<file path="config.mk">
export PLATFORM = sky130hd
export DESIGN_NAME = lvip_regs
export DESIGN_NICKNAME = d
export VERILOG_FILES = /design/src/hw/lvip_pkg.sv /design/src/hw/lvip_sync.sv /design/src/hw/lvip_regs.sv
export SDC_FILE = /design/constraint.sdc
export NUM_CORES = 1
export LEC_CHECK = 0
export BUFFER_PORTS_ARGS = -buffer_cell sky130_fd_sc_hd__buf_2
export CAP_MARGIN = 20
export CORE_MARGIN = 4
export CORE_UTILIZATION = 35
export CTS_CLUSTER_DIAMETER = 60
export CTS_CLUSTER_SIZE = 28
export DETAILED_ROUTE_END_ITERATION = 6
export SLEW_MARGIN = 20
export SYNTH_ARGS = -nofsm -noshare
export SYNTH_HDL_FRONTEND = slang
export SYNTH_HIERARCHICAL = 1
export SYNTH_SLANG_ARGS = --single-unit
</file>
<file path="constraint.sdc">
create_clock -name pclk -period 2.9 [get_ports pclk]
set_clock_uncertainty 0.1 [all_clocks]
set_input_delay 0.29 -clock pclk [delete_from_list [all_inputs] [get_ports pclk]]
set_output_delay 0.29 -clock pclk [all_outputs]
set_load 0.01 [all_outputs]
</file>
<file path="src/hw/lvip_pkg.sv">
// Purpose: Constants for the low-voltage control and pending register bank
// Assumes: APB, 32-bit data, one word per register
// Notes:   Offsets are byte addresses
`default_nettype none
package lvip_pkg;
    localparam logic [7:0] LVIP_OFS_PMSC    = 8'h00;
    localparam logic [7:0] LVIP_OFS_PEND    = 8'h04;
    localparam logic [7:0] LVIP_OFS_IRQ_ST  = 8'h08;
    localparam logic [7:0] LVIP_OFS_IRQ_CLR = 8'h0c;
    localparam logic [7:0] LVIP_OFS_IRQ_EN  = 8'h10;
    localparam logic [7:0] LVIP_OFS_SYNC    = 8'h14;
    localparam int LVIP_BIT_FLAG   = 7;
    localparam int LVIP_BIT_ACK    = 6;
    localparam int LVIP_BIT_IE     = 5;
    localparam int LVIP_BIT_RE     = 4;
    localparam int LVIP_BIT_SE     = 3;
    localparam int LVIP_BIT_ME     = 2;
    localparam int LVIP_BIT_BG     = 0;
    localparam int LVIP_NSRC       = 10;
    localparam int LVIP_NEVT       = 2;
    localparam int LVIP_EVT_LV     = 0;
    localparam int LVIP_EVT_PEND   = 1;
    localparam logic [7:0] LVIP_PMSC_RST = 8'h00;
    localparam logic [1:0] LVIP_IRQ_RST  = 2'h0;
endpackage
`default_nettype wire

</file>
<file path="src/hw/lvip_sync.sv">
// Purpose: Two-flop synchroniser per bit
// Assumes: Asynchronous inputs, single clock
// Notes:   First stage is read only by the second
`default_nettype none
module lvip_sync #(
    parameter int W = 1
) (
    input  wire logic         pclk,     // Clock
    input  wire logic         presetn,  // Async reset, low
    input  wire logic [W-1:0] d,        // Async input
    output logic      [W-1:0] q         // Synchronised
);
    logic [W-1:0] meta;
    always_ff @(posedge pclk or negedge presetn) begin
        if (!presetn) begin
            meta <= '0;
            q    <= '0;
        end else begin
            meta <= d;
            q    <= meta;
        end
    end
endmodule
`default_nettype wire

</file>
<file path="src/hw/lvip_regs.sv">
// Purpose: Low-voltage status/control and interrupt pending registers
// Assumes: APB slave, zero wait states, 100 MHz pclk
// Notes:   Peripheral flags and detector arrive asynchronously
//
// What this block does
// [RULE1] Flag sets on detect event only while master enable is set
// [RULE2] Writing one to acknowledge clears flag; zero does nothing
// [RULE3] Acknowledge bit always reads zero
// [RULE4] Interrupt request raised while flag and interrupt enable set
// [RULE5] Chip reset forced while flag, reset enable and master enable
// [RULE6] Stop enable keeps detector running in stop mode
// [RULE7] Master enable turns detector on and gates interrupt, reset and stop enable bits; bandgap bit is not gated
// [RULE8] Master and reset enable accept only the first write after reset
// [RULE9] Bit 0 enables bandgap reference buffer
// [RULE10] Pending 7 is two-wire flag AND enable
// [RULE11] Pending 6 is keypad flag AND enable
// [RULE12] Pending 5 is comparator flag AND enable
// [RULE13] Pending 4 is conversion-done flag AND converter enable
// [RULE14] Pending 3 is OR of three timer/PWM flag-enable pairs
// [RULE15] Pending 2 is second modulo timer overflow AND enable
// [RULE16] Pending 1 is first modulo timer overflow AND enable
// [RULE17] Pending 0 is wakeup timer flag AND enable
// [RULE18] Pending bits read-only, follow source, zero after reset
// [RULE19] Writes to pending register change nothing
`default_nettype none
module lvip_regs
    import lvip_pkg::*;
(
    input  wire logic        pclk,                 // Bus clock
    input  wire logic        presetn,              // Async reset, low
    input  wire logic        psel,                 // APB select
    input  wire logic        penable,              // APB enable
    input  wire logic        pwrite,               // APB direction
    input  wire logic [7:0]  paddr,                // APB byte address
    input  wire logic [31:0] pwdata,               // APB write data
    output logic      [31:0] prdata,               // APB read data
    output logic             pready,               // APB ready
    output logic             pslverr,              // APB error
    input  wire logic        low_volt_detect,      // Analog detector out
    input  wire logic        stop_mode,            // Chip in stop
    input  wire logic        twowire_irq_flag,     // Two-wire flag
    input  wire logic        twowire_irq_enable,   // Two-wire enable
    input  wire logic        keypad_flag,          // Keypad flag
    input  wire logic        keypad_irq_enable,    // Keypad enable
    input  wire logic        comparator_flag,      // Comparator flag
    input  wire logic        comparator_irq_enable, // Comparator enable
    input  wire logic        conversion_done_flag, // Converter done
    input  wire logic        converter_irq_enable, // Converter enable
    input  wire logic        timer_overflow_flag,  // Timer/PWM overflow
    input  wire logic        timer_overflow_irq_enable, // Its enable
    input  wire logic        pwm_chan0_flag,       // Channel 0 flag
    input  wire logic        pwm_chan0_irq_enable, // Channel 0 enable
    input  wire logic        pwm_chan1_flag,       // Channel 1 flag
    input  wire logic        pwm_chan1_irq_enable, // Channel 1 enable
    input  wire logic        modulo_timer_two_flag, // Modulo timer two
    input  wire logic        modulo_timer_two_irq_enable, // Its enable
    input  wire logic        modulo_timer_one_flag, // Modulo timer one
    input  wire logic        modulo_timer_one_irq_enable, // Its enable
    input  wire logic        wakeup_timer_flag,    // Wakeup timer flag
    input  wire logic        wakeup_timer_irq_enable, // Its enable
    output logic             low_volt_irq,         // Low-voltage request
    output logic             chip_reset_req,       // Force chip reset
    output logic             detector_on,          // Detector powered
    output logic             bandgap_buffer_on,    // Bandgap buffer on
    output logic             irq                   // Summary interrupt
);
    logic [7:0]               pend;
    logic                     low_volt_flag;
    logic                     low_volt_irq_enable;
    logic                     low_volt_reset_enable;
    logic                     low_volt_stop_enable;
    logic                     low_volt_master_enable;
    logic                     bg_enable;
    logic                     once_done;
    logic [LVIP_NEVT-1:0]     irq_status;
    logic [LVIP_NEVT-1:0]     irq_enable;
    logic                     pend_any_q;
    logic                     lv_q;
    logic [2*LVIP_NSRC+1:0]   raw_in;
    logic [2*LVIP_NSRC+1:0]   syn_in;
    logic [LVIP_NSRC-1:0]     src_flag;
    logic [LVIP_NSRC-1:0]     src_en;
    logic [LVIP_NSRC-1:0]     src_hit;

    // Every pin-level input is resynchronised before use
    assign raw_in = {stop_mode, low_volt_detect,
                     twowire_irq_flag, twowire_irq_enable,
                     keypad_flag, keypad_irq_enable,
                     comparator_flag, comparator_irq_enable,
                     conversion_done_flag, converter_irq_enable,
                     timer_overflow_flag, timer_overflow_irq_enable,
                     pwm_chan0_flag, pwm_chan0_irq_enable,
                     pwm_chan1_flag, pwm_chan1_irq_enable,
                     modulo_timer_two_flag, modulo_timer_two_irq_enable,
                     modulo_timer_one_flag, modulo_timer_one_irq_enable,
                     wakeup_timer_flag, wakeup_timer_irq_enable};

    lvip_sync #(.W(2*LVIP_NSRC+2)) u_sync (
        .pclk    (pclk),
        .presetn (presetn),
        .d       (raw_in),
        .q       (syn_in)
    );

    wire stop_s = syn_in[2*LVIP_NSRC+1];
    wire lvd_s  = syn_in[2*LVIP_NSRC];

    genvar g;
    generate
        for (g = 0; g < LVIP_NSRC; g++) begin : g_src
            assign src_flag[g] = syn_in[2*g+1];
            assign src_en[g]   = syn_in[2*g];
            assign src_hit[g]  = src_flag[g] & src_en[g];
        end
    endgenerate

    // Source order: 9 two-wire ... 0 wakeup timer
    wire [7:0] next_pend = {src_hit[9],                   // [RULE10]
                            src_hit[8],                   // [RULE11]
                            src_hit[7],                   // [RULE12]
                            src_hit[6],                   // [RULE13]
                            |src_hit[5:3],                // [RULE14]
                            src_hit[2],                   // [RULE15]
                            src_hit[1],                   // [RULE16]
                            src_hit[0]};                  // [RULE17]

    // Pending is pure reflection of sources; no write path exists
    always_ff @(posedge pclk or negedge presetn) begin
        if (!presetn) pend <= 8'h00;                      // [RULE18]
        else pend <= next_pend;                           // [RULE19]
    end

    // APB decode
    wire wr_en   = psel & penable & pwrite;
    wire sel_pm  = paddr == LVIP_OFS_PMSC;
    wire sel_pd  = paddr == LVIP_OFS_PEND;
    wire sel_st  = paddr == LVIP_OFS_IRQ_ST;
    wire sel_clr = paddr == LVIP_OFS_IRQ_CLR;
    wire sel_en  = paddr == LVIP_OFS_IRQ_EN;
    wire sel_sy  = paddr == LVIP_OFS_SYNC;
    wire mapped  = sel_pm | sel_pd | sel_st | sel_clr | sel_en | sel_sy;
    wire wr_pm   = wr_en & sel_pm;
    wire ack_wr  = wr_pm & pwdata[LVIP_BIT_ACK];          // [RULE2]
    wire once_wr = wr_pm & ~once_done;                    // [RULE8]

    // Detector active: stop mode only with stop enable
    wire det_act = low_volt_master_enable &               // [RULE7]
                   (~stop_s | low_volt_stop_enable);      // [RULE6]
    wire lv_evt  = det_act & lvd_s;                       // [RULE1]
    wire next_flag = lv_evt | (low_volt_flag & ~ack_wr);

    always_ff @(posedge pclk or negedge presetn) begin
        if (!presetn) begin
            low_volt_flag <= 1'b0;
        end else begin
            low_volt_flag <= next_flag;
        end
    end

    always_ff @(posedge pclk or negedge presetn) begin
        if (!presetn) begin
            low_volt_irq_enable  <= LVIP_PMSC_RST[LVIP_BIT_IE];
            low_volt_stop_enable <= LVIP_PMSC_RST[LVIP_BIT_SE];
            bg_enable            <= LVIP_PMSC_RST[LVIP_BIT_BG];
        end else if (wr_pm) begin
            low_volt_irq_enable  <= pwdata[LVIP_BIT_IE];
            low_volt_stop_enable <= pwdata[LVIP_BIT_SE];
            bg_enable            <= pwdata[LVIP_BIT_BG];  // [RULE9]
        end
    end

    // Write-once pair; later writes silently dropped
    always_ff @(posedge pclk or negedge presetn) begin
        if (!presetn) begin
            low_volt_master_enable <= LVIP_PMSC_RST[LVIP_BIT_ME];
            low_volt_reset_enable  <= LVIP_PMSC_RST[LVIP_BIT_RE];
            once_done              <= 1'b0;
        end else if (once_wr) begin
            low_volt_master_enable <= pwdata[LVIP_BIT_ME]; // [RULE8]
            low_volt_reset_enable  <= pwdata[LVIP_BIT_RE]; // [RULE8]
            once_done              <= 1'b1;
        end
    end

    // Event controller: set wins over clear
    wire pend_any = |pend;
    wire [LVIP_NEVT-1:0] evt = {pend_any & ~pend_any_q,
                                low_volt_flag & ~lv_q};
    wire [LVIP_NEVT-1:0] clr = (wr_en & sel_clr) ?
                               pwdata[LVIP_NEVT-1:0] : '0;
    wire [LVIP_NEVT-1:0] next_status = evt | (irq_status & ~clr);

    always_ff @(posedge pclk or negedge presetn) begin
        if (!presetn) begin
            irq_status <= LVIP_IRQ_RST;
            irq_enable <= LVIP_IRQ_RST;
            pend_any_q <= 1'b0;
            lv_q       <= 1'b0;
        end else begin
            irq_status <= next_status;
            pend_any_q <= pend_any;
            lv_q       <= low_volt_flag;
            if (wr_en & sel_en) irq_enable <= pwdata[LVIP_NEVT-1:0];
        end
    end

    // Read mux; acknowledge bit is never stored so reads zero
    wire [7:0] pm_rd = {low_volt_flag, 1'b0,              // [RULE3]
                        low_volt_irq_enable, low_volt_reset_enable,
                        low_volt_stop_enable, low_volt_master_enable,
                        1'b0, bg_enable};
    wire [31:0] rd_mux =
        sel_pm ? {24'h000000, pm_rd} :
        sel_pd ? {24'h000000, pend} :
        sel_st ? {30'h00000000, irq_status} :
        sel_en ? {30'h00000000, irq_enable} :
        sel_sy ? {31'h00000000, once_done} : 32'h00000000;

    always_ff @(posedge pclk or negedge presetn) begin
        if (!presetn) begin
            prdata  <= 32'h00000000;
            pready  <= 1'b0;
            pslverr <= 1'b0;
        end else begin
            pready  <= psel & ~penable;
            pslverr <= psel & ~penable & ~mapped;
            prdata  <= (psel & ~penable & ~pwrite) ? rd_mux : prdata;
        end
    end

    // Outputs registered; requests from next-state, detector and bandgap from current state
    wire next_lv_irq = next_flag & low_volt_irq_enable &
                       low_volt_master_enable;              // [RULE4]
    wire next_rst    = next_flag & low_volt_reset_enable &
                       low_volt_master_enable;              // [RULE5]
    wire next_irq    = |(next_status & irq_enable);

    always_ff @(posedge pclk or negedge presetn) begin
        if (!presetn) begin
            low_volt_irq      <= 1'b0;
            chip_reset_req    <= 1'b0;
            detector_on       <= 1'b0;
            bandgap_buffer_on <= 1'b0;
            irq               <= 1'b0;
        end else begin
            low_volt_irq      <= next_lv_irq;
            chip_reset_req    <= next_rst;
            detector_on       <= det_act;                   // [RULE6]
            bandgap_buffer_on <= bg_enable;                 // [RULE9]
            irq               <= next_irq;
        end
    end

    property p_flag_set;
        @(posedge pclk) disable iff (!presetn)
        lv_evt |=> low_volt_flag;
    endproperty
    flag_sets_a: assert property (p_flag_set)               // [RULE1]
        else $error("flag did not set on event");

    flag_gated_a: assert property (                         // [RULE1]
        @(posedge pclk) disable iff (!presetn)
        !low_volt_flag && !low_volt_master_enable |=> !low_volt_flag)
        else $error("flag set without master enable");

    ack_clears_a: assert property (                         // [RULE2]
        @(posedge pclk) disable iff (!presetn)
        ack_wr && !lv_evt |=> !low_volt_flag)
        else $error("acknowledge did not clear flag");

    // Only an acknowledge may drop the flag
    flag_holds_a: assert property (                         // [RULE2]
        @(posedge pclk) disable iff (!presetn)
        low_volt_flag && !ack_wr |=> low_volt_flag)
        else $error("flag dropped without acknowledge");

    ack_zero_a: assert property (                           // [RULE3]
        @(posedge pclk) disable iff (!presetn)
        pready && sel_pm && !pwrite |-> !prdata[LVIP_BIT_ACK])
        else $error("acknowledge read nonzero");

    lv_irq_out_a: assert property (                         // [RULE4]
        @(posedge pclk) disable iff (!presetn)
        low_volt_irq == $past(low_volt_flag) || $past(ack_wr) ||
        $past(lv_evt) || !$past(low_volt_irq_enable))
        else $error("low-voltage request mismatch");

    reset_req_a: assert property (                          // [RULE5]
        @(posedge pclk) disable iff (!presetn)
        chip_reset_req |-> $past(low_volt_master_enable))
        else $error("reset without master enable");

    stop_off_a: assert property (                           // [RULE6]
        @(posedge pclk) disable iff (!presetn)
        stop_s && !low_volt_stop_enable |=> !detector_on)
        else $error("detector ran in stop");

    det_on_a: assert property (                             // [RULE7]
        @(posedge pclk) disable iff (!presetn)
        !low_volt_master_enable |=> !detector_on)
        else $error("detector on without master enable");

    once_hold_a: assert property (                          // [RULE8]
        @(posedge pclk) disable iff (!presetn)
        once_done |=> $stable(low_volt_master_enable)
                   && $stable(low_volt_reset_enable))
        else $error("write-once bit changed");

    bg_follow_a: assert property (                          // [RULE9]
        @(posedge pclk) disable iff (!presetn)
        ##1 bandgap_buffer_on == $past(bg_enable))
        else $error("bandgap buffer does not follow bit");

    pend_twowire_a: assert property (                       // [RULE10]
        @(posedge pclk) disable iff (!presetn)
        ##1 pend[7] == $past(src_flag[9] && src_en[9]))
        else $error("two-wire pending wrong");

    pend_keypad_a: assert property (                        // [RULE11]
        @(posedge pclk) disable iff (!presetn)
        ##1 pend[6] == $past(src_flag[8] && src_en[8]))
        else $error("keypad pending wrong");

    pend_convert_a: assert property (                       // [RULE13]
        @(posedge pclk) disable iff (!presetn)
        ##1 pend[4] == $past(src_flag[6] && src_en[6]))
        else $error("converter pending wrong");

    pend_wakeup_a: assert property (                        // [RULE17]
        @(posedge pclk) disable iff (!presetn)
        ##1 pend[0] == $past(src_flag[0] && src_en[0]))
        else $error("wakeup pending wrong");

    pend_track_a: assert property (                         // [RULE18]
        @(posedge pclk) disable iff (!presetn)
        ##1 pend == $past(next_pend))
        else $error("pending does not follow sources");

    pend_timer_a: assert property (                         // [RULE14]
        @(posedge pclk) disable iff (!presetn)
        ##1 pend[3] == $past(|src_hit[5:3]))
        else $error("timer pending wrong");

    cv_ack: cover property (@(posedge pclk) low_volt_flag ##1 ack_wr);
    cv_rst: cover property (@(posedge pclk) chip_reset_req);
    cv_pend: cover property (@(posedge pclk) pend[7] && pend[0]);
    cv_irq: cover property (@(posedge pclk) irq);
    cv_stop: cover property (@(posedge pclk) stop_s && detector_on);
endmodule
`default_nettype wire

</file>
==> results.ini <==
[cells_and_area]
final_cells=388
final_nets=349
antenna_cells=0
drive_gt1_share_pct=29.4
area_delta_synth_final_pct=26.7

[global_routing]
antenna_found_initial=0
grt_overflow_total=0
grt_max_degree=81
grt_pass1_wl_mm=7.81
grt_pass1_vias=1627
grt_util_all_layers_pct=10.9

[worst_setup_path]
arrival_ns=1.59
critPathMaxStageDelay_ns=0.41
critical_path_required_ns=3.02
end_kind=flop
crit_cells=4
crit_chain=nor4_1, nand2_1, a22o_1, o2bb2ai_1
ff2ff_path_depth=4
crit_type=reg2reg
path_buf_inv=0
start_kind=flop
path_max_fanout=2
crit_family=simple AND/OR/NAND/NOR gates
cpMaxStageDelayCell=dfrtp_1

[place]
place_ws_ns=1.12
portBuffers=56
gp_congestion=0.828
dpl.cell_count=350
dp_hpwl_mm=3.25

[detailed_routing]
post_drt_wl_per_cell_um=12.5
viasPerCell=4.21
drt_iter0_drc=36
drc=0
vias=1633
detail-route-antenna-nets=0
wirelength_mm=4.85
drt_pass1_iterations=5

[sta]
hold_violations=0
finalWorstSetupSlack_ns=1.43
period_needed_ns=1.47
relSlewSlack_pct=54.1
worst_slew_pin_slew_ns=0.689
clock.fmax_ghz=0.679
grt_setup_unrepaired=false
tns_ns=0
hold_ws_ns=0.0729
setup_viol=0
drv_slew=0
finalCritPeriodShare_pct=50.8

[logic_synthesis]
ys_seq_elements=80
synth_edf_count=0
synthArstFlopShare_pct=100
ys_types=42
synth_most_common_cell=dfrtp_1
synth_area_leaders=dfrtp_1 (70%), buf_4 (6.3%), mux2_1 (2.0%)
yosysWarnings=6
yosysSeqAreaShare_pct=70.2
synth_common_cells=dfrtp_1 (80), buf_4 (24), nor2_1 (11)
netlist_area_sq_um=2850
postSynthAreaPerCell_sq_um=14.5
synthFlopType=dfrtp_1
synth_top_area_share_pct=70.2
syn_inst=197
synth_top_area_cell=dfrtp_1

[power_and_ir_drop]
power.leakage_uw=0.00176
vdd_drop_max_uv=258
cellPowerDensity_nw_per_um2=637

[floorplanning]
io-pin-count=106
num_rows=32
dieArea_sq_um=9650
die_h_um=98.2
die_x_um=98.2
initial_core_util_pct=36.5
core_sq_um=7810

[clocking]
clock-root-buffer=clkbuf_8
cts.sinks=80
cts_tree=done
htreeDepth=3
worstSkewPairLatency_ns=0.34
clk_pin_slew_ns=0.08
post_cts_resized=0
clockBufferDepth=2
cts_buffers=9

[min_path]
holdCritPathClass=in2reg
min_path_cells=2

[status]
status=completed

[job]
cap_violations=0

## metrics by stage
| stage | instance area, sq um | total power, uW | util [%] |
|---|---|---|---|
| global placement | 3140 | 1360 | 40.3 |
| global route | 3610 | 2420 | 46.3 |
| detailed placement | 3140 | 1360 | 40.3 |
| floorplan | 2940 | 1300 | - |
| finish | 3610 | 2300 | 46.3 |
| CTS | 3600 | 2340 | 46.1 |
## report_power, final
group	switching (uW)	internal, uW	total (uW)
Clock	372	569	941
Sequential	22.3	1170	1200
Combinational	90.9	73.4	164
## per-layer routing
| layer | global-route usage, % | vias up | wire length [um] |
|---|---|---|---|
| li1 | - | 794 | - |
| met1 | 12.7 | 766 | 1980 |
| met3 | 5.93 | 7 | 470 |
| met5 | 0 | - | 0 |
| met2 | 16.6 | 66 | 2340 |
| met4 | 4.73 | 0 | 63 |
## final cells by class
type | count | area (sq um)
clock buffer | 10 | 128
clock inverter | 5 | 106
fill | 713 | 4200
inverter | 6 | 22.5
multi-input combinational | 105 | 702
sequential | 80 | 2000
tap | 102 | 128
timing repair buffer | 80 | 524
## sequential cells by signal, summed over array words and instances, names as in the netlist, 2 cells and up
name,cells
irq_enable,2
irq_status,2
pend,8
prdata,8
u_sync/meta,22
u_sync/q,22
## path summary, 6_finish.rpt
| kind | start | endpoint | slack [ns] |
|---|---|---|---|
| worst max-delay path | pend[6] | irq | 1.43 |
| worst min-delay path | pwdata[3] | low_volt_stop_enable | 0.07 |
| worst max register to register | pend[6] | irq | 1.43 |
| worst min register to register | u_sync/meta[1] | u_sync/q[1] | 0.25 |
| max in group asynchronous | presetn | u_sync/meta[0] | 1.79 |
| min in group asynchronous | presetn | detector_on | 0.44 |
## timing repair
item                                   CTS  global route
hold buffers                            22             1
endpoints found under the hold margin   22            80
buffers inserted                         0             0
## placed cells by master (no fill, tap or decap), types with 2 or more instances in the layout
cell and n:
dlygate4sd3_1 23, and3_1 4, nor4_4 2, buf_2 55, a31oi_1 2, a22oi_1 5
nor2_1 11, conb_1 24, a21oi_1 6, nor4_1 2, o21ai_0 2, inv_1 6
nand4_1 2, mux2_2 2, nand3_1 2, mux2_4 2, mux2_1 5, a22o_1 2
bufinv_16 3, clkbuf_8 9, and2_1 7, nand2_1 5, a21boi_0 2, dfrtp_1 80
## cell families (layout without fill, tap and decap cells)
kind of cell | after synthesis | after routing | share of synthesized area (%)
flip-flops | 80 | 80 | 70.2
AND/OR/NAND/NOR | 49 | 49 | 12.0
buffers and inverters | 35 | 101 | 8.16
AO/OA/AOI/OAI | 22 | 22 | 5.31
multiplexers | 10 | 10 | 4.17
other | 1 | 24 | 0.132
## worst register-to-register path, stage by stage, from the launching register on
cell and delay [ns]:
dfrtp_1 0.41, nor4_1 0.34, nand2_1 0.13, a22o_1 0.26, o2bb2ai_1 0.12
No activity file was read; power rests on OpenSTA's default activity.
